`src/exc_nest_pkg.sv`:
```
// shared constants for the cpu exception and interrupt nesting unit
package exc_nest_pkg;
    // -------------------------------------------------------------
    // program status word bit positions
    // -------------------------------------------------------------
    localparam int PSW_W = 32;
    localparam int PSW_NP_BIT = 7;
    localparam int PSW_EP_BIT = 6;
    localparam int PSW_ID_BIT = 5;
    localparam logic [31:0] PSW_RESET = 32'h0000_0020;
    // -------------------------------------------------------------
    // handler addresses
    // -------------------------------------------------------------
    localparam logic [31:0] TRAP_VEC_LO_ADDR = 32'h0000_0040;
    localparam logic [31:0] TRAP_VEC_HI_ADDR = 32'h0000_0050;
    localparam logic [31:0] DEBUG_HANDLER_ADDR = 32'h0000_0060;
    localparam logic [4:0] TRAP_VEC_SPLIT = 5'h10;
    localparam logic [15:0] TRAP_CODE_BASE = 16'h0040;
    // -------------------------------------------------------------
    // illegal opcode decode fields
    // -------------------------------------------------------------
    localparam int OPC_LSB = 5;
    localparam int OPC_MSB = 10;
    localparam logic [5:0] OPC_ILLEGAL = 6'h3f;
    localparam int SUB_LSB = 23;
    localparam int SUB_MSB = 26;
    localparam logic [3:0] SUB_ILLEGAL_MIN = 4'h7;
    localparam int SUB_BIT16 = 16;
    // -------------------------------------------------------------
    // maskable requests
    // -------------------------------------------------------------
    localparam int NUM_REQ = 8;
    localparam int REQ_IDX_W = 3;
    localparam int LVL_W = 3;
    localparam int NUM_LVL = 8;
    localparam logic [2:0] LVL_RESET = 3'h7;
    localparam logic [NUM_LVL-1:0] IN_SERVICE_PRIORITY_RESET = 8'h00;
    // -------------------------------------------------------------
    // apb register offsets (byte addresses)
    // -------------------------------------------------------------
    localparam logic [7:0] OFS_PSW = 8'h00;
    localparam logic [7:0] OFS_EXC_PC = 8'h04;
    localparam logic [7:0] OFS_EXC_STATUS = 8'h08;
    localparam logic [7:0] OFS_CAUSE = 8'h0c;
    localparam logic [7:0] OFS_DBG_PC = 8'h10;
    localparam logic [7:0] OFS_DBG_STATUS = 8'h14;
    localparam logic [7:0] OFS_IN_SERVICE_PRIORITY = 8'h18;
    localparam logic [7:0] OFS_INT_CTRL = 8'h20;
    // int control word layout: bits 2:0 level, bit 6 mask, bit 7 pending
    localparam int IC_MK_BIT = 6;
    localparam int IC_IF_BIT = 7;
    localparam logic [7:0] IC_RESET = 8'h47;
endpackage

```
`src/int_ctrl_mem.sv`:
```
// small memory holding the per-request interrupt control words
`timescale 1ns/10ps
module int_ctrl_mem (
    input wire logic i_sys_clk,
    input wire logic i_resetn,
    input wire logic i_wr_en,
    input wire logic [2:0] i_wr_idx,
    input wire logic [7:0] i_wr_data,
    input wire logic [2:0] i_rd_idx,
    output logic [7:0] o_rd_data,
    output logic [63:0] o_all
);
    // -------------------------------------------------------------
    // storage
    // -------------------------------------------------------------
    logic [7:0] ctrl_reg [8]; // one control word per request
    logic [7:0] rd_reg; // registered read data

    // reset leaves every request masked at the lowest level
    always_ff @(posedge i_sys_clk) begin
        if (!i_resetn) begin
            for (int k = 0; k < 8; k++) begin
                ctrl_reg[k] <= exc_nest_pkg::IC_RESET;
            end
            rd_reg <= 8'h00;
        end else begin
            if (i_wr_en) begin
                ctrl_reg[i_wr_idx] <= i_wr_data;
            end
            rd_reg <= ctrl_reg[i_rd_idx];
        end
    end

    assign o_rd_data = rd_reg;
    // flat view for the arbiter
    always_comb begin
        for (int k = 0; k < 8; k++) begin
            o_all[k*8 +: 8] = ctrl_reg[k];
        end
    end
endmodule // int_ctrl_mem

```
`src/cpu_exception_nesting_unit.sv`:
```
// exception, debug trap and nested maskable interrupt control
// How it works
// - trap instruction raises software exception unless a debug entry comes in the same cycle
// - exception saves return pc and status
// - exception code goes to low cause half
// - exception sets in-progress and disable flags
// - trap vector picks handler 40h or 50h
// - return with in-progress restores exception save
// - in-progress flag is status bit six
// - decode illegal opcode pattern raises fault
// - bad opcode saves debug regs, jumps 60h
// - bad opcode sets nmi, in-progress, disable flags
// - debug return restores debug save registers
// - debug saves readable only inside debug window
// - break instruction always accepted, like bad opcode
// - higher level preempts, lower level stays pending
// - nesting only while disable flag clear
// - three-bit level, zero highest
// - reset masks requests, level seven
// - pending request waits for return instruction
// - nmi service holds all maskable requests
// - response may stall on bus or peripheral access
// - disable flag is status bit five
// - return clears top in-service bit unless exception or nmi service
`timescale 1ns/10ps
module cpu_exception_nesting_unit (
    input wire logic i_sys_clk,
    input wire logic i_resetn,
    // pipeline event strobes (same clock)
    input wire logic i_trap_op,
    input wire logic [4:0] i_trap_vec,
    input wire logic i_instr_valid,
    input wire logic [31:0] i_instr_word,
    input wire logic i_debugger_break_op,
    input wire logic i_return_from_int_op,
    input wire logic i_debug_return_op,
    input wire logic i_nmi_take,
    input wire logic i_stall_ack,
    input wire logic [31:0] i_return_pc,
    input wire logic [7:0] i_req_raise,
    // apb slave
    input wire logic i_psel,
    input wire logic i_penable,
    input wire logic i_pwrite,
    input wire logic [7:0] i_paddr,
    input wire logic [31:0] i_pwdata,
    output logic [31:0] o_prdata,
    output logic o_pready,
    output logic o_pslverr,
    // pipeline redirect
    output logic o_redirect,
    output logic [31:0] o_redirect_pc,
    output logic [31:0] o_program_status_word,
    output logic o_int_ack,
    output logic [2:0] o_int_ack_idx
);
    // -------------------------------------------------------------
    // state
    // -------------------------------------------------------------
    logic [31:0] psw_reg, psw_next; // program status word
    logic [31:0] exc_return_pc_reg; // exception save pc
    logic [31:0] exc_return_status_reg; // exception save status
    logic [31:0] exception_cause_reg; // cause, code in low half
    logic [31:0] debug_return_pc_reg; // debug save pc
    logic [31:0] debug_return_status_reg; // debug save status
    logic debug_window_reg; // debug saves reachable
    logic nmi_active_reg; // inside nmi service
    logic [7:0] in_service_priority_reg; // one bit per level
    logic [7:0] req_pend_reg; // pending flags
    logic redirect_reg;
    logic [31:0] redirect_pc_reg;
    logic ack_reg;
    logic [2:0] ack_idx_reg;
    logic [31:0] prdata_reg;
    logic pready_reg;
    logic pslverr_reg;

    typedef enum logic [1:0] {APB_IDLE, APB_DONE} apb_state_e;
    apb_state_e apb_state_reg;

    // -------------------------------------------------------------
    // helper functions
    // -------------------------------------------------------------
    // lowest set bit index, i.e. highest priority level
    function automatic logic [2:0] lowest_bit(input logic [7:0] v);
        logic [2:0] r;
        r = 3'h7;
        for (int k = 7; k >= 0; k--) begin
            if (v[k]) begin
                r = k[2:0];
            end
        end
        return r;
    endfunction

    // -------------------------------------------------------------
    // control memory
    // -------------------------------------------------------------
    logic [63:0] ic_all;
    logic [7:0] ic_rd;
    wire ic_sel = i_paddr >= exc_nest_pkg::OFS_INT_CTRL
        && i_paddr < exc_nest_pkg::OFS_INT_CTRL + 8'h20;
    wire [2:0] ic_idx = i_paddr[4:2];
    wire apb_go = i_psel && i_penable && apb_state_reg == APB_IDLE;
    wire ic_wr = apb_go && i_pwrite && ic_sel;

    int_ctrl_mem u_ic (
        .i_sys_clk(i_sys_clk),
        .i_resetn(i_resetn),
        .i_wr_en(ic_wr),
        .i_wr_idx(ic_idx),
        .i_wr_data(i_pwdata[7:0]),
        .i_rd_idx(ic_idx),
        .o_rd_data(ic_rd),
        .o_all(ic_all)
    );

    // -------------------------------------------------------------
    // instruction decode
    // -------------------------------------------------------------
    wire bad_opcode_fault = i_instr_valid
        && i_instr_word[exc_nest_pkg::OPC_MSB:exc_nest_pkg::OPC_LSB] == exc_nest_pkg::OPC_ILLEGAL
        && i_instr_word[exc_nest_pkg::SUB_MSB:exc_nest_pkg::SUB_LSB]
            >= exc_nest_pkg::SUB_ILLEGAL_MIN
        && !i_instr_word[exc_nest_pkg::SUB_BIT16];
    wire debug_entry = bad_opcode_fault || i_debugger_break_op;
    wire id_flag = psw_reg[exc_nest_pkg::PSW_ID_BIT];
    wire ep_flag = psw_reg[exc_nest_pkg::PSW_EP_BIT];
    wire [31:0] trap_target = (i_trap_vec >= exc_nest_pkg::TRAP_VEC_SPLIT)
        ? exc_nest_pkg::TRAP_VEC_HI_ADDR : exc_nest_pkg::TRAP_VEC_LO_ADDR;
    wire return_from_int_op_exc = i_return_from_int_op && ep_flag;

    // -------------------------------------------------------------
    // maskable arbitration
    // -------------------------------------------------------------
    logic [2:0] best_idx;
    logic [2:0] best_lvl;
    logic best_valid;
    always_comb begin
        best_idx = 3'h0;
        best_lvl = exc_nest_pkg::LVL_RESET;
        best_valid = 1'b0;
        // fixed scan order: lower index wins a tie
        for (int k = 0; k < 8; k++) begin
            if (req_pend_reg[k] && !ic_all[k*8 + exc_nest_pkg::IC_MK_BIT]
                && (!best_valid || ic_all[k*8 +: 3] < best_lvl)) begin
                best_idx = k[2:0];
                best_lvl = ic_all[k*8 +: 3];
                best_valid = 1'b1;
            end
        end
    end
    wire [2:0] top_isr = lowest_bit(in_service_priority_reg);
    wire isr_busy = |in_service_priority_reg;
    // a request is taken only if it beats the running level
    wire preempt_ok = !isr_busy || best_lvl < top_isr;
    wire int_take = best_valid && preempt_ok && !id_flag
        && !nmi_active_reg && !i_nmi_take
        && !i_stall_ack
        && !i_trap_op && !debug_entry && !i_return_from_int_op && !i_debug_return_op;

    // -------------------------------------------------------------
    // status word next value
    // -------------------------------------------------------------
    logic [31:0] psw_wr_data;
    wire psw_wr = apb_go && i_pwrite && i_paddr == exc_nest_pkg::OFS_PSW;
    always_comb begin
        psw_wr_data = i_pwdata;
        psw_next = psw_reg;
        if (debug_entry) begin
            psw_next[exc_nest_pkg::PSW_NP_BIT] = 1'b1;
            psw_next[exc_nest_pkg::PSW_EP_BIT] = 1'b1;
            psw_next[exc_nest_pkg::PSW_ID_BIT] = 1'b1;
        end else if (i_trap_op) begin
            psw_next[exc_nest_pkg::PSW_EP_BIT] = 1'b1;
            psw_next[exc_nest_pkg::PSW_ID_BIT] = 1'b1;
        end else if (i_debug_return_op) begin
            psw_next = debug_return_status_reg;
        end else if (return_from_int_op_exc) begin
            psw_next = exc_return_status_reg;
        end else if (int_take || i_nmi_take) begin
            psw_next[exc_nest_pkg::PSW_ID_BIT] = 1'b1;
        end else if (psw_wr) begin
            psw_next = psw_wr_data;
        end
    end

    // -------------------------------------------------------------
    // event handling: save registers, redirects
    // -------------------------------------------------------------
    // save registers and redirect, one event per cycle by priority
    always_ff @(posedge i_sys_clk) begin
        if (!i_resetn) begin
            psw_reg <= exc_nest_pkg::PSW_RESET;
            exc_return_pc_reg <= 32'h0000_0000;
            exc_return_status_reg <= 32'h0000_0000;
            exception_cause_reg <= 32'h0000_0000;
            debug_return_pc_reg <= 32'h0000_0000;
            debug_return_status_reg <= 32'h0000_0000;
            debug_window_reg <= 1'b0;
            redirect_reg <= 1'b0;
            redirect_pc_reg <= 32'h0000_0000;
        end else begin
            psw_reg <= psw_next;
            redirect_reg <= 1'b0;
            if (debug_entry) begin
                // debug entry is always accepted
                debug_return_pc_reg <= i_return_pc;
                debug_return_status_reg <= psw_reg;
                debug_window_reg <= 1'b1;
                redirect_reg <= 1'b1;
                redirect_pc_reg <= exc_nest_pkg::DEBUG_HANDLER_ADDR;
            end else if (i_trap_op) begin
                // taken regardless of disable flag and level
                exc_return_pc_reg <= i_return_pc;
                exc_return_status_reg <= psw_reg;
                exception_cause_reg[15:0] <= exc_nest_pkg::TRAP_CODE_BASE
                    | {11'h000, i_trap_vec};
                redirect_reg <= 1'b1;
                redirect_pc_reg <= trap_target;
            end else if (i_debug_return_op) begin
                debug_window_reg <= 1'b0;
                redirect_reg <= 1'b1;
                redirect_pc_reg <= debug_return_pc_reg;
            end else if (return_from_int_op_exc) begin
                redirect_reg <= 1'b1;
                redirect_pc_reg <= exc_return_pc_reg;
            end else if (int_take) begin
                exc_return_pc_reg <= i_return_pc;
                exc_return_status_reg <= psw_reg;
                exception_cause_reg[15:0] <= {13'h0000, best_idx};
            end else if (apb_go && i_pwrite) begin
                // software may save and restore nested context
                if (i_paddr == exc_nest_pkg::OFS_EXC_PC) begin
                    exc_return_pc_reg <= i_pwdata;
                end
                if (i_paddr == exc_nest_pkg::OFS_EXC_STATUS) begin
                    exc_return_status_reg <= i_pwdata;
                end
            end
        end
    end

    // -------------------------------------------------------------
    // nesting state: pending flags, in-service levels, nmi
    // -------------------------------------------------------------
    wire [7:0] take_mask = int_take ? (8'h01 << best_idx) : 8'h00;
    wire [7:0] lvl_mask = int_take ? (8'h01 << best_lvl) : 8'h00;
    wire return_from_int_op_plain = i_return_from_int_op && !ep_flag && !nmi_active_reg;
    wire [7:0] clr_isr = return_from_int_op_plain ? (8'h01 << top_isr) : 8'h00;
    // pending, in-service and nmi bookkeeping, acknowledge pulse
    always_ff @(posedge i_sys_clk) begin
        if (!i_resetn) begin
            req_pend_reg <= 8'h00;
            in_service_priority_reg <= exc_nest_pkg::IN_SERVICE_PRIORITY_RESET;
            nmi_active_reg <= 1'b0;
            ack_reg <= 1'b0;
            ack_idx_reg <= 3'h0;
        end else begin
            // a new raise beats the acknowledge clear
            req_pend_reg <= (req_pend_reg & ~take_mask) | i_req_raise;
            in_service_priority_reg <= (in_service_priority_reg & ~clr_isr) | lvl_mask;
            if (i_nmi_take) begin
                nmi_active_reg <= 1'b1;
            end else if (i_return_from_int_op && nmi_active_reg) begin
                nmi_active_reg <= 1'b0;
            end
            ack_reg <= int_take;
            ack_idx_reg <= best_idx;
        end
    end

    // -------------------------------------------------------------
    // apb read decode, one wait state
    // -------------------------------------------------------------
    logic [31:0] rd_mux;
    logic rd_err;
    always_comb begin
        rd_mux = 32'h0000_0000;
        rd_err = 1'b0;
        if (ic_sel) begin
            rd_mux = {24'h000000, ic_all[ic_idx*8 +: 8] | (req_pend_reg[ic_idx]
                ? 8'h80 : 8'h00)};
        end else begin
            case (i_paddr)
                exc_nest_pkg::OFS_PSW: rd_mux = psw_reg;
                exc_nest_pkg::OFS_EXC_PC: rd_mux = exc_return_pc_reg;
                exc_nest_pkg::OFS_EXC_STATUS: rd_mux = exc_return_status_reg;
                exc_nest_pkg::OFS_CAUSE: rd_mux = exception_cause_reg;
                exc_nest_pkg::OFS_DBG_PC: begin
                    rd_mux = debug_window_reg ? debug_return_pc_reg : 32'h0;
                    rd_err = !debug_window_reg;
                end
                exc_nest_pkg::OFS_DBG_STATUS: begin
                    rd_mux = debug_window_reg ? debug_return_status_reg : 32'h0;
                    rd_err = !debug_window_reg;
                end
                exc_nest_pkg::OFS_IN_SERVICE_PRIORITY: rd_mux = {24'h000000, in_service_priority_reg};
                default: rd_err = 1'b1;
            endcase
        end
    end

    // answer one cycle after the access phase is seen, then rest a cycle
    always_ff @(posedge i_sys_clk) begin
        if (!i_resetn) begin
            apb_state_reg <= APB_IDLE;
            prdata_reg <= 32'h0000_0000;
            pready_reg <= 1'b0;
            pslverr_reg <= 1'b0;
        end else begin
            case (apb_state_reg)
                APB_IDLE: begin
                    pready_reg <= 1'b0;
                    pslverr_reg <= 1'b0;
                    if (i_psel && i_penable) begin
                        apb_state_reg <= APB_DONE;
                        pready_reg <= 1'b1;
                        prdata_reg <= i_pwrite ? 32'h0 : rd_mux;
                        pslverr_reg <= rd_err;
                    end
                end
                APB_DONE: begin
                    apb_state_reg <= APB_IDLE;
                    pready_reg <= 1'b0;
                    pslverr_reg <= 1'b0;
                end
                default: apb_state_reg <= APB_IDLE;
            endcase
        end
    end

    assign o_prdata = prdata_reg;
    assign o_pready = pready_reg;
    assign o_pslverr = pslverr_reg;
    assign o_redirect = redirect_reg;
    assign o_redirect_pc = redirect_pc_reg;
    assign o_program_status_word = psw_reg;
    assign o_int_ack = ack_reg;
    assign o_int_ack_idx = ack_idx_reg;
endmodule // cpu_exception_nesting_unit

```
`config.mk`:
```
export PLATFORM = sky130hd
export DESIGN_NAME = cpu_exception_nesting_unit
export DESIGN_NICKNAME = d
export VERILOG_FILES = /design/src/exc_nest_pkg.sv /design/src/int_ctrl_mem.sv /design/src/cpu_exception_nesting_unit.sv
export SDC_FILE = /design/constraint.sdc
export NUM_CORES = 1
export LEC_CHECK = 0
export ABC_CLOCK_PERIOD_IN_PS = 20100
export CELL_PAD_IN_SITES_DETAIL_PLACEMENT = 1
export CELL_PAD_IN_SITES_GLOBAL_PLACEMENT = 1
export CORE_UTILIZATION = 45
export DETAILED_ROUTE_END_ITERATION = 10
export DONT_BUFFER_PORTS = 1
export HOLD_SLACK_MARGIN = 0.08
export PLACE_DENSITY_LB_ADDON = 0.25
export SETUP_SLACK_MARGIN = 0.15
export SYNTH_ARGS = -nofsm -noshare
export SYNTH_HDL_FRONTEND = slang
export SYNTH_SLANG_ARGS = --single-unit
```
`constraint.sdc`:
```
create_clock -name i_sys_clk -period 20.1 [get_ports i_sys_clk]
set_input_delay 4.02 -clock i_sys_clk [delete_from_list [all_inputs] [get_ports i_sys_clk]]
set_output_delay 4.02 -clock i_sys_clk [all_outputs]
set_load 0.1 [all_outputs]
```
* Word level (Yosys, flattened, before mapping)
Memories as Yosys holds them, arrays and structs flattened.
Cells that the tools add are included.
Widths: inputs -> output; s select.
** Operators by class
- Multiplexer cells :: 93
- Equality and inequality tests :: 13
- Reduce and logical (&&, ||, !) cells :: 104
- Shift-type cells :: 4
- Magnitude comparators :: 13
- Bitwise logic cells :: 10
** Operators by type and width (number)
- $mux 32 :: 22
- $pmux 32 s7 :: 1
- $mux 3 :: 22
- $mux 16 :: 4
- $shiftx 64x7->8 :: 1
- $mux 8 :: 5
- $logic_and 1x1->1 :: 37
- $mux 1 :: 30
- $logic_not 1->1 :: 27
- $mux 26 :: 1
- $eq 8x5->1 const B :: 3
- $lt 3x3->1 :: 8
- $or 8x8->8 :: 3
- $shl 1x3->8 const A :: 3
- $and 8x8->8 :: 2
- $eq 8x4->1 const B :: 2
- $not 8->8 :: 2
- $reduce_or 8->1 :: 2
- $reduce_bool 3->1 :: 5
- $reduce_bool 4->1 :: 3
- $logic_or 1x1->1 :: 10
- $mux 5 :: 2
- $reduce_and 5->1 :: 2
- $eq 8x3->1 const B :: 1
- 26 further kinds :: 39
** Word-level totals
- Bits in writable memories :: 64
- Register bits after elaboration :: 266
- Logic and storage cells :: 260
- Input bits :: 129
- Memories kept :: 1
- Output and inout bits :: 103
** Memories
- u_ic.ctrl_reg :: depth 8, width 8, rd ports 8, clocked after memory_dff 0, wr ports 8, RTL line int_ctrl_mem.sv:16 : logic [7:0] ctrl_reg [8];

* Logic depth before layout (Yosys ltp)
An unclocked memory read counts as a cell.
- Depth after elaboration :: 49
- Depth in mapped cells :: 55

* By module
From an unflattened synthesis, not the netlist that was laid out.
** Unflattened totals
- Cells, all modules :: 2039
- Area total of the unflattened synthesis :: 17481.8 µm²
** By module, submodules not included
- cpu_exception_nesting_unit :: cells an instance 1838, instances 1, area each 14303.7 µm²
- int_ctrl_mem :: cells an instance 201, instances 1, area each 3178.0 µm²

* Least setup slack after synthesis
OpenSTA, ideal clock, no wires.
- Kind :: register to register
- Start :: memory u_ic.ctrl_reg[0][6]
- End :: register exc_return_pc_reg[22]
- Slack :: 9957 ps
- Library setup time :: 103 ps
- Arrival :: 10040 ps
- Buffers on the path :: 2
- Stages on the path, launching flop included :: 53
- Clock period less this slack :: 10143 ps
- Path through :: edfxtp_1 -> nor2b_1 -> o221ai_1 -> a211oi_1 -> o2bb2ai_1 -> nand2b_1 -> maj3_1 -> o31ai_1 -> mux2_2 -> ha_1 -> nor3b_1 -> a41oi_1 -> a211oi_1 -> nand2_1 -> nand2_1 -> nand2_1 -> o21ai_0 -> inv_1 -> [17 not listed] -> nand2b_1 -> nand2_1 -> nand2_1 -> o21a_1 -> ha_1 -> nand2_1 -> a21o_1 -> o31ai_4 -> nor2_1 -> a21oi_1 -> ha_1 -> nor2b_1 -> a32oi_1 -> and2_1 -> buf_4 -> o21ai_4 -> buf_6 -> a2111oi_2
** RTL lines
- from (decl) :: RTL line int_ctrl_mem.sv:16
- to (signal assigned) :: RTL line cpu_exception_nesting_unit.sv:215 : exc_return_pc_reg <= i_return_pc;
- to (signal assigned) :: RTL line cpu_exception_nesting_unit.sv:229 : exc_return_pc_reg <= i_return_pc;
- to (signal assigned) :: RTL line cpu_exception_nesting_unit.sv:235 : exc_return_pc_reg <= i_pwdata;
- to (decl) :: RTL line cpu_exception_nesting_unit.sv:61 : logic [31:0] exc_return_pc_reg;

* Final worst setup path
- Start :: register req_pend_reg[0]
- End :: register exc_return_pc_reg[1]
** Between the ends
- Word-level cells in the longest chain between the ends :: 45
** RTL lines
- from (decl) :: RTL line cpu_exception_nesting_unit.sv:69 : logic [7:0] req_pend_reg;
- from (signal assigned) :: RTL line cpu_exception_nesting_unit.sv:261 : req_pend_reg <= (req_pend_reg & ~take_mask) | i_req_raise;
- $logic_and 1x1->1 (*) :: RTL line cpu_exception_nesting_unit.sv:145 : if (req_pend_reg[k] && !ic_all[k*8 + exc_nest_pkg::IC_MK_BIT]
- $mux 3 / $mux 1 (equally long branches) :: RTL line cpu_exception_nesting_unit.sv:145
- $lt 3x3->1 / $logic_not 1->1 (equally long branches) :: RTL line cpu_exception_nesting_unit.sv:146 : && (!best_valid || ic_all[k*8 +: 3] < best_lvl)) begin
- $logic_or 1x1->1 :: RTL line cpu_exception_nesting_unit.sv:146
- $logic_and 1x1->1 :: RTL line cpu_exception_nesting_unit.sv:146
- $mux 3 / $mux 1 (equally long branches) :: RTL line cpu_exception_nesting_unit.sv:145
- $lt 3x3->1 / $logic_not 1->1 (equally long branches) :: RTL line cpu_exception_nesting_unit.sv:146
- $logic_or 1x1->1 :: RTL line cpu_exception_nesting_unit.sv:146
- [24 not listed]
- $logic_and 1x1->1 (*) (2 in a row) :: RTL line cpu_exception_nesting_unit.sv:157 : wire int_take = best_valid && preempt_ok && !id_flag
- $logic_and 1x1->1 (*) (2 in a row) :: RTL line cpu_exception_nesting_unit.sv:158 : && !nmi_active_reg && !i_nmi_take
- $logic_and 1x1->1 (*) :: RTL line cpu_exception_nesting_unit.sv:159 : && !i_stall_ack
- $logic_and 1x1->1 (*) (4 in a row) :: RTL line cpu_exception_nesting_unit.sv:160 : && !i_trap_op && !debug_entry && !i_return_from_int_op && !i_debug_return_op;
- $mux 32 :: RTL line cpu_exception_nesting_unit.sv:228 : end else if (int_take) begin
- $mux 32 :: RTL line cpu_exception_nesting_unit.sv:225 : end else if (return_from_int_op_exc) begin
- $mux 32 :: RTL line cpu_exception_nesting_unit.sv:221 : end else if (i_debug_return_op) begin
- $mux 32 :: RTL line cpu_exception_nesting_unit.sv:213 : end else if (i_trap_op) begin
Mark *: on every way between the ends. The rest lies on a longest branch, timed or not. The select of a mux whose other input is x is not followed.
A chain may end at the register's enable or synchronous reset.

==> impl_metrics.yaml <==
power_and_ir_drop:
  internal_portion_of_total_power_uw: 1120
  power_per_cell_area_nw_per_um2: 82.8
  p_leak_uw: 0.00658
  seq_power_share: 0.468
  combinationalPowerShare: 0.087
  ir_worst_vdd_uv: 59.0
  power.switching_fraction: 0.266
  relative_contribution_of_the_clock_network_to_total_power: 0.444
  reported_net_switching_power_uw: 407
sta:
  slew_at_the_pin_closest_to_its_max_slew_limit_ns: 1.29
  final_min_period_over_clock_period: 0.663
  final_period_minus_worst_setup_slack_ns: 13.32
  maxSlewViolCount: 0
  finalHoldViolCount: 0
  max_clock_freq_ghz: 0.0751
  setup_viol_count_final: 0
  timing.clock.skew_ns: 0.0276
  fin_setup_tns_ns: 0
  worst_hold_slack_ns: 0.474
  rsz0062_at_grt: "no"
  timing.max_slew.rel_slack: 0.138
synthesis:
  synth-compound-area-share: 0.203
  synthCells: 2003
  syn_avg_cell_area_um2: 8.50
  number_of_different_library_cells_in_the_post_synthesis_netlist: 85
  synth.net_count: 2139
  async_reset_ff_frac: 0
  synthMuxAreaShare: 0.121
  post_synth_xor_area_fraction: 0
  synth_edf_count: 64
  largest_family_of_logic_cells_by_synthesized_area: "compound AO/OA/AOI/OAI gates"
  synth_seq_area_share: 0.414
  post_synth_and_or_nand_nor_area_fraction: 0.197
  netlist_area_um2: 17000
  synth-seq-cells: 320
  yosys_warnings: 0
  synth_fa_ha_area_frac: 0.00639
  dominantRegCellSynth: "dfxtp_1"
die:
  initial_cell_density_of_the_core: 0.461
  core.rowCount: 70
  floorplan.die.width_um: 197
  top_level_ports: 232
  core_region_area_um2: 37000
  die_area_um2: 38600
  floorplan.die.height_um: 197
setup_path:
  cpMaxStageDelayCell: "a31oi_1"
  worstSetupPathType: "flop to flop"
  data_required_time_of_the_worst_path_ns: 20.53
  arrival_ns: 13.75
  r2r_end: "exc_return_pc_reg[1]$_SDFFE_PN0P_"
  setup.worst_path.start_class: "flop"
  rrSetupSlack_ns: 6.78
  crit_top_cell: "nand2_1"
  worst_stage_delay_on_the_critical_path_ns: 0.61
  end_kind: "flop"
  worst_setup_path_startpoint: "req_pend_reg[0]$_SDFF_PN0_"
  crit_path_max_fanout: 36
  reg2reg_from: "req_pend_reg[0]$_SDFF_PN0_"
  worst-r2r-cell-count: 53
hold_path:
  timing.hold.worst.start: "debug_return_status_reg[13]$_SDFFE_PN0P_"
  hold_path.class: "flop to flop"
  whs_endpoint: "debug_return_status_reg[13]$_SDFFE_PN0P_"
  hold-path-cell-count: 2
drt:
  route.detailed.vias_per_inst: 6.36
  total_via_count_in_the_routed_design: 15500
  drt-wirelength-per-cell_um: 25.8
  detail_route.first_pass.iterations: 5
  remaining_drc_errors: 0
  routed_wirelength_um: 62900
  initialDrtViolationCount: 1221
  final_antenna_net_count: 0
final_layout:
  nNetsFinal: 2049
  final_layout_size_suffix_gt1_frac: 0.0986
  multi_input_area_um2: 9060
  largest_reg_flops: 64
  area.growth.synth_to_final_pct: 8.46
  register_area_um2: 7050
  postLayoutCellArea_um2: 18500
  fillCellCount: 4368
  insertedDiodeCount: 0
  highest_count_cells_in_the_layout_ignoring_fill_and_taps: "nand2_1, dfxtp_1, a21oi_1"
  most_common_cell_after_layout_fill_and_taps_aside: "nand2_1"
clock_tree:
  cts_htree_levels: 2
  clk_latency_ns: 0.56
  postCtsHoldBufs: 0
  root_buffer: "clkbuf_16"
  clkTransAtPathRegs_ns: 0.06
  clock_sink_count: 320
  cts_resized: 0
  clock_path_buffers: 3
  postCtsSetupBuffers: 0
  cts_tree: "done"
  cts_buffers: 37
placed_design:
  gp_congestion: 0.917
  io_buffers: 0
  place_hpwl_um: 39200
  dpl-instance-area_um2: 17300
grt:
  global_route.usage.total: 0.327
  grt_overflow_total: 0
  grt_pass1_vias: 16100
  wire_length_of_the_first_global_routing_pass_um: 96900
  grt_start_max_net_pins: 128
  initial_antenna_violation_count: 1
status:
  status: "complete, no violations"
flow_run:
  drv.max_cap_violation_count: 0
==> power by group through the flow <==
stage | registers [uW] | clock network [uW] | logic (uW)
5_1_grt | 718 | 712 | 144
6_report | 716 | 679 | 134
3_5_place_dp | 729 | 0 | 132
2_1_floorplan | 725 | 0 | 109
3_3_place_gp | 728 | 0 | 128
4_1_cts | 716 | 688 | 133
==> critical path, delay by kind of cell (launching register included) <==
family / cells / cell delay [ns]
compound gates: 20 / 5.67
flops: 1 / 0.47
fa+ha+maj: 7 / 1.84
buf+inv: 4 / 1.07
simple gates: 19 / 3.05
mux: 3 / 1.06
==> how the worst max path moves through the flow <==
stage / to / slack [ns] / depth (start not counted)
6_report: exc_return_pc_reg[1]$_SDFFE_PN0P_ / 6.78 / 53
3_5_place_dp: exc_return_pc_reg[1]$_SDFFE_PN0P_ / 7.01 / 53
3_3_place_gp: exc_return_pc_reg[1]$_SDFFE_PN0P_ / 7.39 / 52
2_1_floorplan: exc_return_pc_reg[22]$_SDFFE_PN0P_ / 9.96 / 52
4_1_cts: exc_return_pc_reg[1]$_SDFFE_PN0P_ / 6.96 / 53
5_1_grt: exc_return_pc_reg[1]$_SDFFE_PN0P_ / 5.79 / 52
==> layer usage <==
layer  track usage  share of wire
met5             0              0
met4         0.109          0.028
met3        0.0808          0.089
met2         0.524           0.46
met1         0.429           0.42
==> kinds of logic after synthesis <==
logic type                 count (synthesis)
buffers and inverters                    245
muxes                                    187
AOI/OAI and AO/OA                        491
DFF                                      320
and+or+nand+nor                          751
adders and majority gates                  9
==> final cells by class <==
| type | instances | area share |
|---|---|---|
| repair buffers | 28 | 0.0112 |
| clock buffers | 56 | 0.0589 |
| well taps | 504 | 0.0341 |
| flip-flops and latches | 320 | 0.382 |
| multi-input cells | 1438 | 0.491 |
| inverters | 88 | 0.0182 |
| clock inverters | 7 | 0.00515 |
==> stage by stage <==
step                setup slack, ns  total power (uW)  cells  utilization
finish                         6.78              1530   2441        0.500
global route                   5.79              1570   2441        0.500
CTS                            6.96              1540   2440        0.500
detailed placement             7.01               861   2377        0.468
global placement               7.39               856   2377        0.468
floorplan                      9.96               834   2003            -
==> synth_stat cells (11+ instances only) <==
cell type  instances  area share
or3_1             33       0.012
mux4_2            15       0.020
inv_1             88       0.019
o21ai_0           73       0.021
edfxtp_1          64        0.11
a22oi_1           28       0.012
a21oi_1          196       0.058
nor3_1            89       0.026
nand2_1          320       0.071
mux2i_1          168       0.099
o21ai_1           11      0.0032
o22ai_1           25      0.0092
a2111oi_2         29       0.026
buf_1             19      0.0042
nor2_1           180       0.040
and2_1            39       0.014
clkbuf_1         119       0.026
nand2b_1          25      0.0092
nand3_1           16      0.0047
nor2b_1           12      0.0044
dfxtp_1          256        0.30
o221a_2           32       0.021
No activity file was read; power rests on OpenSTA's default activity.
